$ cat src/core/mon_link_defines.svh
// Notes on behaviour
// - Blank reset vector means both bytes all ones
// - High-voltage entry bypasses the clock divider
// - Low-voltage entry ignores port B entry pins
// - Blank-vector entry adds one extra reset cycle
// - Programmed vector: entry only with high voltage
// - Blank-vector entry: watchdog always disabled
// - High-voltage entry: watchdog off while voltage held
// - Entry latched on reset pin rising edge
// - Eight security bytes, then ten-bit break sent
// - Monitor mode uses monitor-page vectors
// - Blank-vector monitor exits only on power-on reset
// - NRZ format, same rate both directions
// - Start plus nine low bits is break
// - Break: two bit times high, then echo
// - Bit period is 1024 input clock periods
// - Ground-level blank entry enables the PLL
// - Supply-level blank entry: bus clock input/4
`ifndef MON_LINK_DEFINES_SVH
`define MON_LINK_DEFINES_SVH

// ==========================================================
// Entry and vectors
`define MON_BLANK_BYTE 8'hFF
`define MON_RST_VEC_USER 16'hFFFE
`define MON_RST_VEC_MON 16'hFEFE
`define MON_BRK_VEC_USER 16'hFFFC
`define MON_BRK_VEC_MON 16'hFEFC

// ==========================================================
// Serial timing, counted in input clock periods, bits and bytes
`define MON_BIT_DIV 1024
`define MON_SEC_LAST 4'h7
`define MON_BREAK_LAST 4'h9
`define MON_HOLD_LAST 4'h1
`define MON_FRAME_LAST 4'h9

`endif

$ cat src/core/mon_link_pkg.sv
package mon_link_pkg;

	typedef enum logic [5:0] {
		LINK_OFF    = 6'h01,
		LINK_SECURE = 6'h02,
		LINK_BRK_TX = 6'h04,
		LINK_READY  = 6'h08,
		LINK_HOLD   = 6'h10,
		LINK_ECHO   = 6'h20
	} link_state_e;

	typedef logic [3:0] bit_cnt_t;

endpackage

$ cat src/core/monitor_entry_link.sv
`timescale 1ns/1ps
`include "mon_link_defines.svh"

module monitor_entry_link
	import mon_link_pkg::*;
#(
	parameter int BIT_DIV = `MON_BIT_DIV
) (
	// Clock, reset, enable
	input wire logic i_sys_clk,
	input wire logic i_reset_n,
	input wire logic i_clk_en,
	// Power-on reset and entry pins
	input wire logic i_por,
	input wire logic i_ext_reset_n,
	input wire logic i_irq_test_high_voltage,
	input wire logic i_irq_level,
	input wire logic i_rst_test_high_voltage,
	input wire logic i_port_b0,
	input wire logic i_port_b1,
	input wire logic i_comm_select_pin,
	input wire logic [7:0] i_reset_vector_hi,
	input wire logic [7:0] i_reset_vector_lo,
	// Oscillator input period strobe
	input wire logic i_osc_tick,
	// Mode and clock control
	output logic o_monitor_mode,
	output logic o_blank_entry,
	output logic o_serial_mode,
	output logic o_watchdog_disable,
	output logic o_divider_bypass,
	output logic o_pll_enable,
	output logic o_bus_div4,
	output logic o_extra_reset,
	// Vector addresses
	output logic [15:0] o_reset_vector_addr,
	output logic [15:0] o_break_vector_addr,
	output logic [15:0] o_software_interrupt_vector_addr,
	// Monitor data pin
	input wire logic i_monitor_data_pin,
	output logic o_monitor_data_pin,
	output logic o_monitor_data_pin_oe,
	// Received data
	output logic o_link_ready,
	output logic [7:0] o_rx_data,
	output logic o_rx_valid,
	output logic o_break_seen
);

	localparam int TW = $clog2(BIT_DIV);
	localparam logic [TW-1:0] TICK_LAST = TW'(BIT_DIV - 1);
	localparam logic [TW-1:0] TICK_HALF = TW'(BIT_DIV / 2 - 1);

	// ==========================================================
	// Entry latch
	logic mon_q, mon_d;
	logic blank_q, blank_d;
	logic hv_q, hv_d;
	logic pll_q, pll_d;
	logic div4_q, div4_d;
	logic serial_q, serial_d;
	logic xrst_q, xrst_d;
	logic xdone_q, xdone_d;
	logic rstp_q, rstp_d;
	logic wd_q, wd_d;
	logic vec_blank;

	assign vec_blank = (i_reset_vector_hi == `MON_BLANK_BYTE) &&
		(i_reset_vector_lo == `MON_BLANK_BYTE);

	always_comb begin
		mon_d = mon_q;
		blank_d = blank_q;
		hv_d = hv_q;
		pll_d = pll_q;
		div4_d = div4_q;
		serial_d = serial_q;
		xrst_d = 1'b0;
		xdone_d = xdone_q;
		rstp_d = i_ext_reset_n;
		if (i_por) begin
			mon_d = 1'b0;
			blank_d = 1'b0;
			hv_d = 1'b0;
			pll_d = 1'b0;
			div4_d = 1'b0;
			xdone_d = 1'b0;
		end else if (i_ext_reset_n && !rstp_q && !(mon_q && blank_q)) begin
			// Port B only checked on the high-voltage path
			if (i_irq_test_high_voltage) begin
				mon_d = i_port_b0 && !i_port_b1;
				hv_d = i_port_b0 && !i_port_b1;
				blank_d = 1'b0;
				pll_d = 1'b0;
				div4_d = 1'b0;
			end else begin
				mon_d = vec_blank;
				blank_d = vec_blank;
				hv_d = 1'b0;
				pll_d = vec_blank && !i_irq_level;
				div4_d = vec_blank && i_irq_level;
				if (vec_blank && !xdone_q) begin
					xrst_d = 1'b1;
					xdone_d = 1'b1;
				end
			end
			serial_d = !i_comm_select_pin;
		end
		// Watchdog held off whenever reset pin is low
		wd_d = !i_ext_reset_n ||
			(mon_d && (blank_d ||
			(hv_d && (i_irq_test_high_voltage || i_rst_test_high_voltage))));
	end

	always_ff @(posedge i_sys_clk) begin
		if (!i_reset_n) begin
			mon_q <= 1'b0;
			blank_q <= 1'b0;
			hv_q <= 1'b0;
			pll_q <= 1'b0;
			div4_q <= 1'b0;
			serial_q <= 1'b0;
			xrst_q <= 1'b0;
			xdone_q <= 1'b0;
			// Idle pin level, so leaving reset is no false edge
			rstp_q <= 1'b1;
			wd_q <= 1'b1;
		end else if (i_clk_en) begin
			mon_q <= mon_d;
			blank_q <= blank_d;
			hv_q <= hv_d;
			pll_q <= pll_d;
			div4_q <= div4_d;
			serial_q <= serial_d;
			xrst_q <= xrst_d;
			xdone_q <= xdone_d;
			rstp_q <= rstp_d;
			wd_q <= wd_d;
		end
	end

	assign o_monitor_mode = mon_q;
	assign o_blank_entry = blank_q;
	assign o_serial_mode = serial_q;
	assign o_watchdog_disable = wd_q;
	assign o_divider_bypass = mon_q && hv_q;
	assign o_pll_enable = mon_q && pll_q;
	assign o_bus_div4 = mon_q && div4_q;
	assign o_extra_reset = xrst_q;
	assign o_reset_vector_addr = mon_q ? `MON_RST_VEC_MON : `MON_RST_VEC_USER;
	assign o_break_vector_addr = mon_q ? `MON_BRK_VEC_MON : `MON_BRK_VEC_USER;
	assign o_software_interrupt_vector_addr = mon_q ? `MON_BRK_VEC_MON :
		`MON_BRK_VEC_USER;

	// ==========================================================
	// Receiver
	logic rx_busy_q, rx_busy_d;
	logic [TW-1:0] rx_tick_q, rx_tick_d;
	bit_cnt_t rx_bit_q, rx_bit_d;
	logic [7:0] rx_shift_q, rx_shift_d;
	logic [7:0] rx_data_q, rx_data_d;
	logic rx_done_q, rx_done_d;
	logic rx_brk_q, rx_brk_d;
	logic rx_prev_q, rx_prev_d;
	logic link_drive;

	always_comb begin
		rx_busy_d = rx_busy_q;
		rx_tick_d = rx_tick_q;
		rx_bit_d = rx_bit_q;
		rx_shift_d = rx_shift_q;
		rx_data_d = rx_data_q;
		rx_done_d = 1'b0;
		rx_brk_d = 1'b0;
		rx_prev_d = i_monitor_data_pin;
		if (link_drive) begin
			// Half duplex: own transmission is not received
			rx_busy_d = 1'b0;
		end else if (!rx_busy_q) begin
			if (rx_prev_q && !i_monitor_data_pin) begin
				rx_busy_d = 1'b1;
				rx_tick_d = TICK_HALF;
				rx_bit_d = 4'h0;
			end
		end else if (i_osc_tick) begin
			if (rx_tick_q != '0) begin
				rx_tick_d = rx_tick_q - 1'b1;
			end else begin
				rx_tick_d = TICK_LAST;
				rx_bit_d = rx_bit_q + 1'b1;
				if (rx_bit_q == 4'h0) begin
					rx_busy_d = !i_monitor_data_pin;
				end else if (rx_bit_q == `MON_FRAME_LAST) begin
					rx_busy_d = 1'b0;
					if (i_monitor_data_pin) begin
						rx_done_d = 1'b1;
						rx_data_d = rx_shift_q;
					end else if (rx_shift_q == '0) begin
						rx_brk_d = 1'b1;
					end
				end else begin
					rx_shift_d = {i_monitor_data_pin, rx_shift_q[7:1]};
				end
			end
		end
	end

	always_ff @(posedge i_sys_clk) begin
		if (!i_reset_n) begin
			rx_busy_q <= 1'b0;
			rx_tick_q <= '0;
			rx_bit_q <= 4'h0;
			rx_shift_q <= 8'h00;
			rx_data_q <= 8'h00;
			rx_done_q <= 1'b0;
			rx_brk_q <= 1'b0;
			rx_prev_q <= 1'b1;
		end else if (i_clk_en) begin
			rx_busy_q <= rx_busy_d;
			rx_tick_q <= rx_tick_d;
			rx_bit_q <= rx_bit_d;
			rx_shift_q <= rx_shift_d;
			rx_data_q <= rx_data_d;
			rx_done_q <= rx_done_d;
			rx_brk_q <= rx_brk_d;
			rx_prev_q <= rx_prev_d;
		end
	end

	// ==========================================================
	// Link sequencer and transmitter
	link_state_e st_q, st_d;
	logic [TW-1:0] tx_tick_q, tx_tick_d;
	bit_cnt_t tx_bit_q, tx_bit_d;
	bit_cnt_t sec_q, sec_d;
	logic bit_end;

	assign bit_end = i_osc_tick && (tx_tick_q == TICK_LAST);
	assign link_drive = (st_q == LINK_BRK_TX) || (st_q == LINK_HOLD) ||
		(st_q == LINK_ECHO);

	always_comb begin
		st_d = st_q;
		tx_tick_d = tx_tick_q;
		tx_bit_d = tx_bit_q;
		sec_d = sec_q;
		if (i_osc_tick) begin
			tx_tick_d = (tx_tick_q == TICK_LAST) ? '0 : tx_tick_q + 1'b1;
		end
		if (bit_end) begin
			tx_bit_d = tx_bit_q + 1'b1;
		end
		unique case (st_q)
			LINK_OFF: begin
				sec_d = 4'h0;
				if (mon_q && serial_q && i_ext_reset_n) begin
					st_d = LINK_SECURE;
				end
			end
			LINK_SECURE: begin
				if (rx_done_q) begin
					sec_d = sec_q + 1'b1;
					if (sec_q == `MON_SEC_LAST) begin
						st_d = LINK_BRK_TX;
						tx_tick_d = '0;
						tx_bit_d = 4'h0;
					end
				end
			end
			LINK_BRK_TX: begin
				if (bit_end && tx_bit_q == `MON_BREAK_LAST) begin
					st_d = LINK_READY;
				end
			end
			LINK_READY: begin
				if (rx_brk_q) begin
					st_d = LINK_HOLD;
					tx_tick_d = '0;
					tx_bit_d = 4'h0;
				end
			end
			LINK_HOLD: begin
				if (bit_end && tx_bit_q == `MON_HOLD_LAST) begin
					st_d = LINK_ECHO;
					tx_bit_d = 4'h0;
				end
			end
			LINK_ECHO: begin
				if (bit_end && tx_bit_q == `MON_BREAK_LAST) begin
					st_d = LINK_READY;
				end
			end
			default: begin
				st_d = LINK_OFF;
			end
		endcase
		// Any reset or mode loss restarts the security wait
		if (!mon_q || !serial_q || !i_ext_reset_n) begin
			st_d = LINK_OFF;
		end
	end

	always_ff @(posedge i_sys_clk) begin
		if (!i_reset_n) begin
			st_q <= LINK_OFF;
			tx_tick_q <= '0;
			tx_bit_q <= 4'h0;
			sec_q <= 4'h0;
		end else if (i_clk_en) begin
			st_q <= st_d;
			tx_tick_q <= tx_tick_d;
			tx_bit_q <= tx_bit_d;
			sec_q <= sec_d;
		end
	end

	assign o_monitor_data_pin = (st_q == LINK_HOLD) || !link_drive;
	assign o_monitor_data_pin_oe = link_drive;
	assign o_link_ready = (st_q == LINK_READY);
	assign o_rx_data = rx_data_q;
	assign o_rx_valid = rx_done_q && (st_q == LINK_READY);
	assign o_break_seen = rx_brk_q && (st_q == LINK_READY);

endmodule

$ cat config.mk
export PLATFORM = sky130hd
export DESIGN_NAME = monitor_entry_link
export DESIGN_NICKNAME = d
export VERILOG_FILES = /design/src/core/mon_link_pkg.sv /design/src/core/monitor_entry_link.sv
export VERILOG_INCLUDE_DIRS = /design/src /design/src/core
export SDC_FILE = /design/constraint.sdc
export NUM_CORES = 1
export LEC_CHECK = 0
export ABC_CLOCK_PERIOD_IN_PS = 2300
export BUFFER_PORTS_ARGS = -buffer_cell sky130_fd_sc_hd__buf_2
export CAP_MARGIN = 20
export CELL_PAD_IN_SITES_DETAIL_PLACEMENT = 0
export CELL_PAD_IN_SITES_GLOBAL_PLACEMENT = 1
export CORE_UTILIZATION = 35
export CTS_BUF_LIST = sky130_fd_sc_hd__clkbuf_16
export DETAILED_ROUTE_END_ITERATION = 8
export PLACE_DENSITY_LB_ADDON = 0.1
export SETUP_SLACK_MARGIN = 0.15
export SYNTH_ARGS = -nofsm -noshare
export SYNTH_HDL_FRONTEND = slang
export SYNTH_SLANG_ARGS = --single-unit
$ cat constraint.sdc
create_clock -name i_sys_clk -period 2.3 [get_ports i_sys_clk]
set_input_delay 0.345 -clock i_sys_clk [delete_from_list [all_inputs] [get_ports i_sys_clk]]
set_output_delay 0.345 -clock i_sys_clk [all_outputs]
set_load 0.03 [all_outputs]
==> impl_summary.txt <==
----------------------------------------------------
[Timing]
  Number of setup violations in the final report ... 0
  Slew of the pin with the lowest slew margin ... 0.584 ns
  Final Critical Period ... 2.00 ns
  Unrepaired setup endpoints after global routing ... false
  Max-Slew Margin vs Limit ... 0.608
  Period Utilization, post-route ... 0.871
  Slew Viols, Final ... 0
  Timing-limited maximum frequency ... 499 MHz
  Sum of negative setup slack ... 0 ns
  Final hold violation count ... 0
  Clock skew after layout ... 0.00626 ns
  Smallest setup slack after layout ... 0.297 ns

[Job]
  Max_cap viols ... 0

[Power]
  Power per cell area ... 635 mW/mm²
  Leakage Power ... 0.00174 µW
  Sequential share of power ... 0.443
  Clock network fraction of total power ... 0.431
  Part of the total power dissipated in combinational logic ... 0.126
  Worst-case vdd ir drop ... 0.322 mV
  Internal power ... 2020 µW
  Switching power total ... 769 µW
  Switching Share ... 0.276

[Worst setup path]
  Worst flop-to-flop path startpoint ... tx_tick_q[0]
  Worst setup path startpoint ... st_q[0]
  Critical path launch point type ... flip-flop
  CP endpoint kind ... output pin
  CP max FO ... 14
  Worst reg-to-reg setup slack ... 0.30 ns
  Endpoint of the worst register-to-register path ... tx_bit_q[1]
  Length in cells of the worst reg-to-reg path ... 6
  Depth of the critical timing path with buffers and inverters included ... 3
  Max stage delay on crit path ... 0.37 ns
  Sequence of cells on the critical path ... nor3_2 > o211a_4 > buf_2
  Buffers plus inverters on the worst setup path ... 1
  Crit-path slowest cell ... sky130_fd_sc_hd__o211a_4
  Required time at the endpoint of the critical path ... 1.96 ns
  Worst setup path endpoint ... o_monitor_data_pin_oe
  Crit path arrival time ... 1.66 ns
  Type of the setup path with the least slack ... flip-flop to output pin
  Delay-heaviest family, CP ... compound AO/OA/AOI/OAI gates

[Detailed routing]
  DRC Markers ... 0
  Total via count after detailed routing ... 3,241
  Iteration-0 DRC Markers ... 116
  Post-route ant nets ... 0
  Detailed-route vias per instance ... 4.94
  Final Routed Wirelength ... 8590 µm
  First-pass iteration count of the detailed router ... 4
  Wirelength per Cell ... 13.1 µm

[Global routing]
  Total global routing overflow ... 0
  Global-route wire length before repair ... 14,800 µm
  Largest net degree at the start of global routing ... 25
  Initial antenna violation count ... 0
  Vias in the first global route ... 3,062
  Total GRT Usage ... 0.162

[CTS]
  Cell at the root of the clock tree ... sky130_fd_sc_hd__clkbuf_16
  Clock tree from TritonCTS ... done
  Clk Latency, worst-skew pair ... 0.32 ns
  Clock transition time at the flip-flop clock pins of the worst setup and hold paths ... 0.06 ns
  Num CTS Buffers ... 9
  Clock tree buffer depth ... 2
  Maximum level of the CTS H-tree ... 3
  # Post-CTS Setup Buffers ... 0
  CTS Sinks ... 68

[Yosys]
  Combinational family with the most area after synthesis ... simple AND/OR/NAND/NOR gates
  Synthesized-area fraction occupied by xor and xnor cells ... 0.0321
  Fraction of the mapped netlist area in adder cells ... 0.0295
  Post-synthesis compound-gate area fraction ... 0.157
  Fraction of synthesized area in multiplexers ... 0.0501
  Number of synthesized register bits ... 68
  Cells after synthesis ... 457
  Synth Area per Inst ... 8.36 µm²
  Primary FF master, synth ... sky130_fd_sc_hd__dfxtp_1
  Proportion of register bits with asynchronous set or reset after synthesis ... 0
  Number of library cell types mapped by synthesis ... 67
  Synthesized-area fraction occupied by and/or/nand/nor cells ... 0.247
  Post-Synthesis Cell Area ... 0.00382 mm²
  Share of the yosys chip area belonging to registers ... 0.356
  Post-synth EDFFs ... 0
  Synth warnings ... 0

[Floorplan]
  Top Ports ... 98
  Die span in y ... 107 µm
  Row cnt ... 37
  Die Span X ... 107 µm
  Core box area ... 0.0105 mm²
  Total Die Area ... 0.0113 mm²
  Starting utilization of the core area ... 0.365

[Placed design]
  DP Worst Slack ... 0.222 ns
  Final weighted congestion in routability-driven placement ... 0.738
  Port bufs ... 52
  Placed Area ... 0.00410 mm²
  Detailed placement HPWL ... 6350 µm

[Cells and area]
  Number of nets in the layout ... 553
  Final antenna diode count ... 0
  Final design instance area without fill ... 0.00439 mm²
  Layout cell share with drive strength beyond 1 ... 0.183
  Layout area overhead ... 14.8%

[Outcome]
  Run status ... complete, no violations

[Worst hold path]
  Hold WC Path Type ... input pin to flip-flop

----------------------------------------------------
-- placed cells by master, fill, tap and decap left out, types with 3 or more instances in the layout --
cell type	instances
sky130_fd_sc_hd__nand2_1	34
sky130_fd_sc_hd__clkinv_1	4
sky130_fd_sc_hd__or4_1	5
sky130_fd_sc_hd__a211oi_1	6
sky130_fd_sc_hd__conb_1	45
sky130_fd_sc_hd__clkinv_2	3
sky130_fd_sc_hd__nor2_1	53
sky130_fd_sc_hd__xor2_1	8
sky130_fd_sc_hd__mux2i_1	18
sky130_fd_sc_hd__nand2b_1	4
sky130_fd_sc_hd__nor3_1	6
sky130_fd_sc_hd__and3_1	7
sky130_fd_sc_hd__nand3_1	15
sky130_fd_sc_hd__dfxtp_1	68
sky130_fd_sc_hd__ha_1	9
sky130_fd_sc_hd__a31oi_1	3
sky130_fd_sc_hd__inv_1	15
sky130_fd_sc_hd__a21oi_1	24
sky130_fd_sc_hd__clkbuf_16	9
sky130_fd_sc_hd__o21a_1	4
sky130_fd_sc_hd__nand4_1	13
sky130_fd_sc_hd__a311oi_1	5
sky130_fd_sc_hd__o22ai_1	4
sky130_fd_sc_hd__o21ai_0	16
sky130_fd_sc_hd__nor4_1	4
sky130_fd_sc_hd__nor4_2	3
sky130_fd_sc_hd__buf_4	13
sky130_fd_sc_hd__o21ai_1	3
sky130_fd_sc_hd__and2_1	8
sky130_fd_sc_hd__xnor2_1	6
sky130_fd_sc_hd__buf_2	52
-- Yosys cell counts (4+ instances only) --
cell type,count,area [µm²]
sky130_fd_sc_hd__o21ai_1,4,20.0
sky130_fd_sc_hd__or4_1,5,37.5
sky130_fd_sc_hd__xor2_1,8,70.1
sky130_fd_sc_hd__buf_4,47,353
sky130_fd_sc_hd__dfxtp_1,68,1360
sky130_fd_sc_hd__xnor2_1,6,52.6
sky130_fd_sc_hd__mux2i_1,18,180
sky130_fd_sc_hd__nor2_1,53,199
sky130_fd_sc_hd__o22ai_1,4,25.0
sky130_fd_sc_hd__a311oi_1,5,43.8
sky130_fd_sc_hd__and2_1,8,50.1
sky130_fd_sc_hd__a211oi_1,6,45.0
sky130_fd_sc_hd__clkbuf_1,7,26.3
sky130_fd_sc_hd__inv_1,15,56.3
sky130_fd_sc_hd__nand2_1,34,128
sky130_fd_sc_hd__nor4_1,5,31.3
sky130_fd_sc_hd__nand3_1,15,75.1
sky130_fd_sc_hd__a21oi_1,24,120
sky130_fd_sc_hd__o21a_1,4,30.0
sky130_fd_sc_hd__and3_1,7,43.8
sky130_fd_sc_hd__nand4_1,13,81.3
sky130_fd_sc_hd__ha_1,9,113
sky130_fd_sc_hd__nor3_1,7,35.0
sky130_fd_sc_hd__buf_2,6,30.0
sky130_fd_sc_hd__o21ai_0,16,80.1
sky130_fd_sc_hd__nand2b_1,4,25.0
-- cell families after synthesis --
| group | count (synthesis) |
|---|---|
| xor+xnor | 14 |
| compound gates | 90 |
| mux | 19 |
| other cells | 2 |
| buf+inv | 78 |
| simple gates | 177 |
| fa+ha+maj | 9 |
| flops | 68 |
-- routing by layer --
metal | up-vias | GRT usage | wire [µm]
li1 | 1659 | - | -
met1 | 1493 | 0.212 | 4150
met2 | 80 | 0.262 | 4030
met3 | 9 | 0.0337 | 310
met4 | 0 | 0.0626 | 99
met5 | - | 0 | 0
-- power groups by stage --
stage / clock network (µW) / logic, µW / registers (µW)
3_5_place_dp: 0 / 350 / 1260
6_report: 1200 / 352 / 1230
5_1_grt: 1290 / 393 / 1240
2_1_floorplan: 0 / 324 / 1250
3_3_place_gp: 0 / 352 / 1260
4_1_cts: 1240 / 351 / 1230
-- worst register-to-register path: cells and delay by family (launching register included) --
kind,cells,cell delay [ns]
AOI/OAI and AO/OA,3,0.60
adders and majority gates,1,0.22
DFF,1,0.36
and+or+nand+nor,2,0.69
-- registers in the layout (all words and copies together), names as in the netlist, 4 cells and up --
register    cells
rx_tick_q      10
tx_tick_q      10
o_rx_data       8
rx_shift_q      8
st_q            6
rx_bit_q        4
sec_q           4
tx_bit_q        4
-- worst min path at each step --
| stage | from | endpoint | slack, ns | cells past startpoint |
|---|---|---|---|---|
| 6_report | i_comm_select_pin | o_serial_mode | 0.19 | 2 |
| 5_1_grt | i_comm_select_pin | o_serial_mode | 0.20 | 2 |
| 4_1_cts | i_comm_select_pin | o_serial_mode | 0.19 | 2 |
| 3_5_place_dp | div4_q | div4_q | 0.45 | 2 |
| 3_3_place_gp | div4_q | div4_q | 0.44 | 2 |
| 2_1_floorplan | div4_q | div4_q | 0.43 | 2 |
-- through the flow --
stage | utilization | hold WS, ns | std cells | total power [µW]
after detailed placement | 0.392 | 0.453 | 640 | 1610
after global placement | 0.392 | 0.442 | 640 | 1610
after CTS | 0.417 | 0.188 | 656 | 2830
final | 0.419 | 0.195 | 656 | 2790
after global routing | 0.419 | 0.204 | 656 | 2920
after floorplan | - | 0.427 | 500 | 1580
-- final cells by class --
cell class	instances	area [µm²]
Clock buffer	9	225
Clock inverter	7	33.8
Fill cell	1070	6080
Inverter	17	63.8
Multi-Input combinational cell	354	2170
Sequential cell	68	1360
Tap cell	136	170
Timing Repair Buffer	65	358
-- timing repair --
item                       in CTS  in global routing
gates cloned                    0                  0
hold buffers                    0                  0
setup endpoints to repair       1                 30
hold endpoints to repair        0                  0
gates resized for setup         1                  4
(Power assumes the default switching activity.)
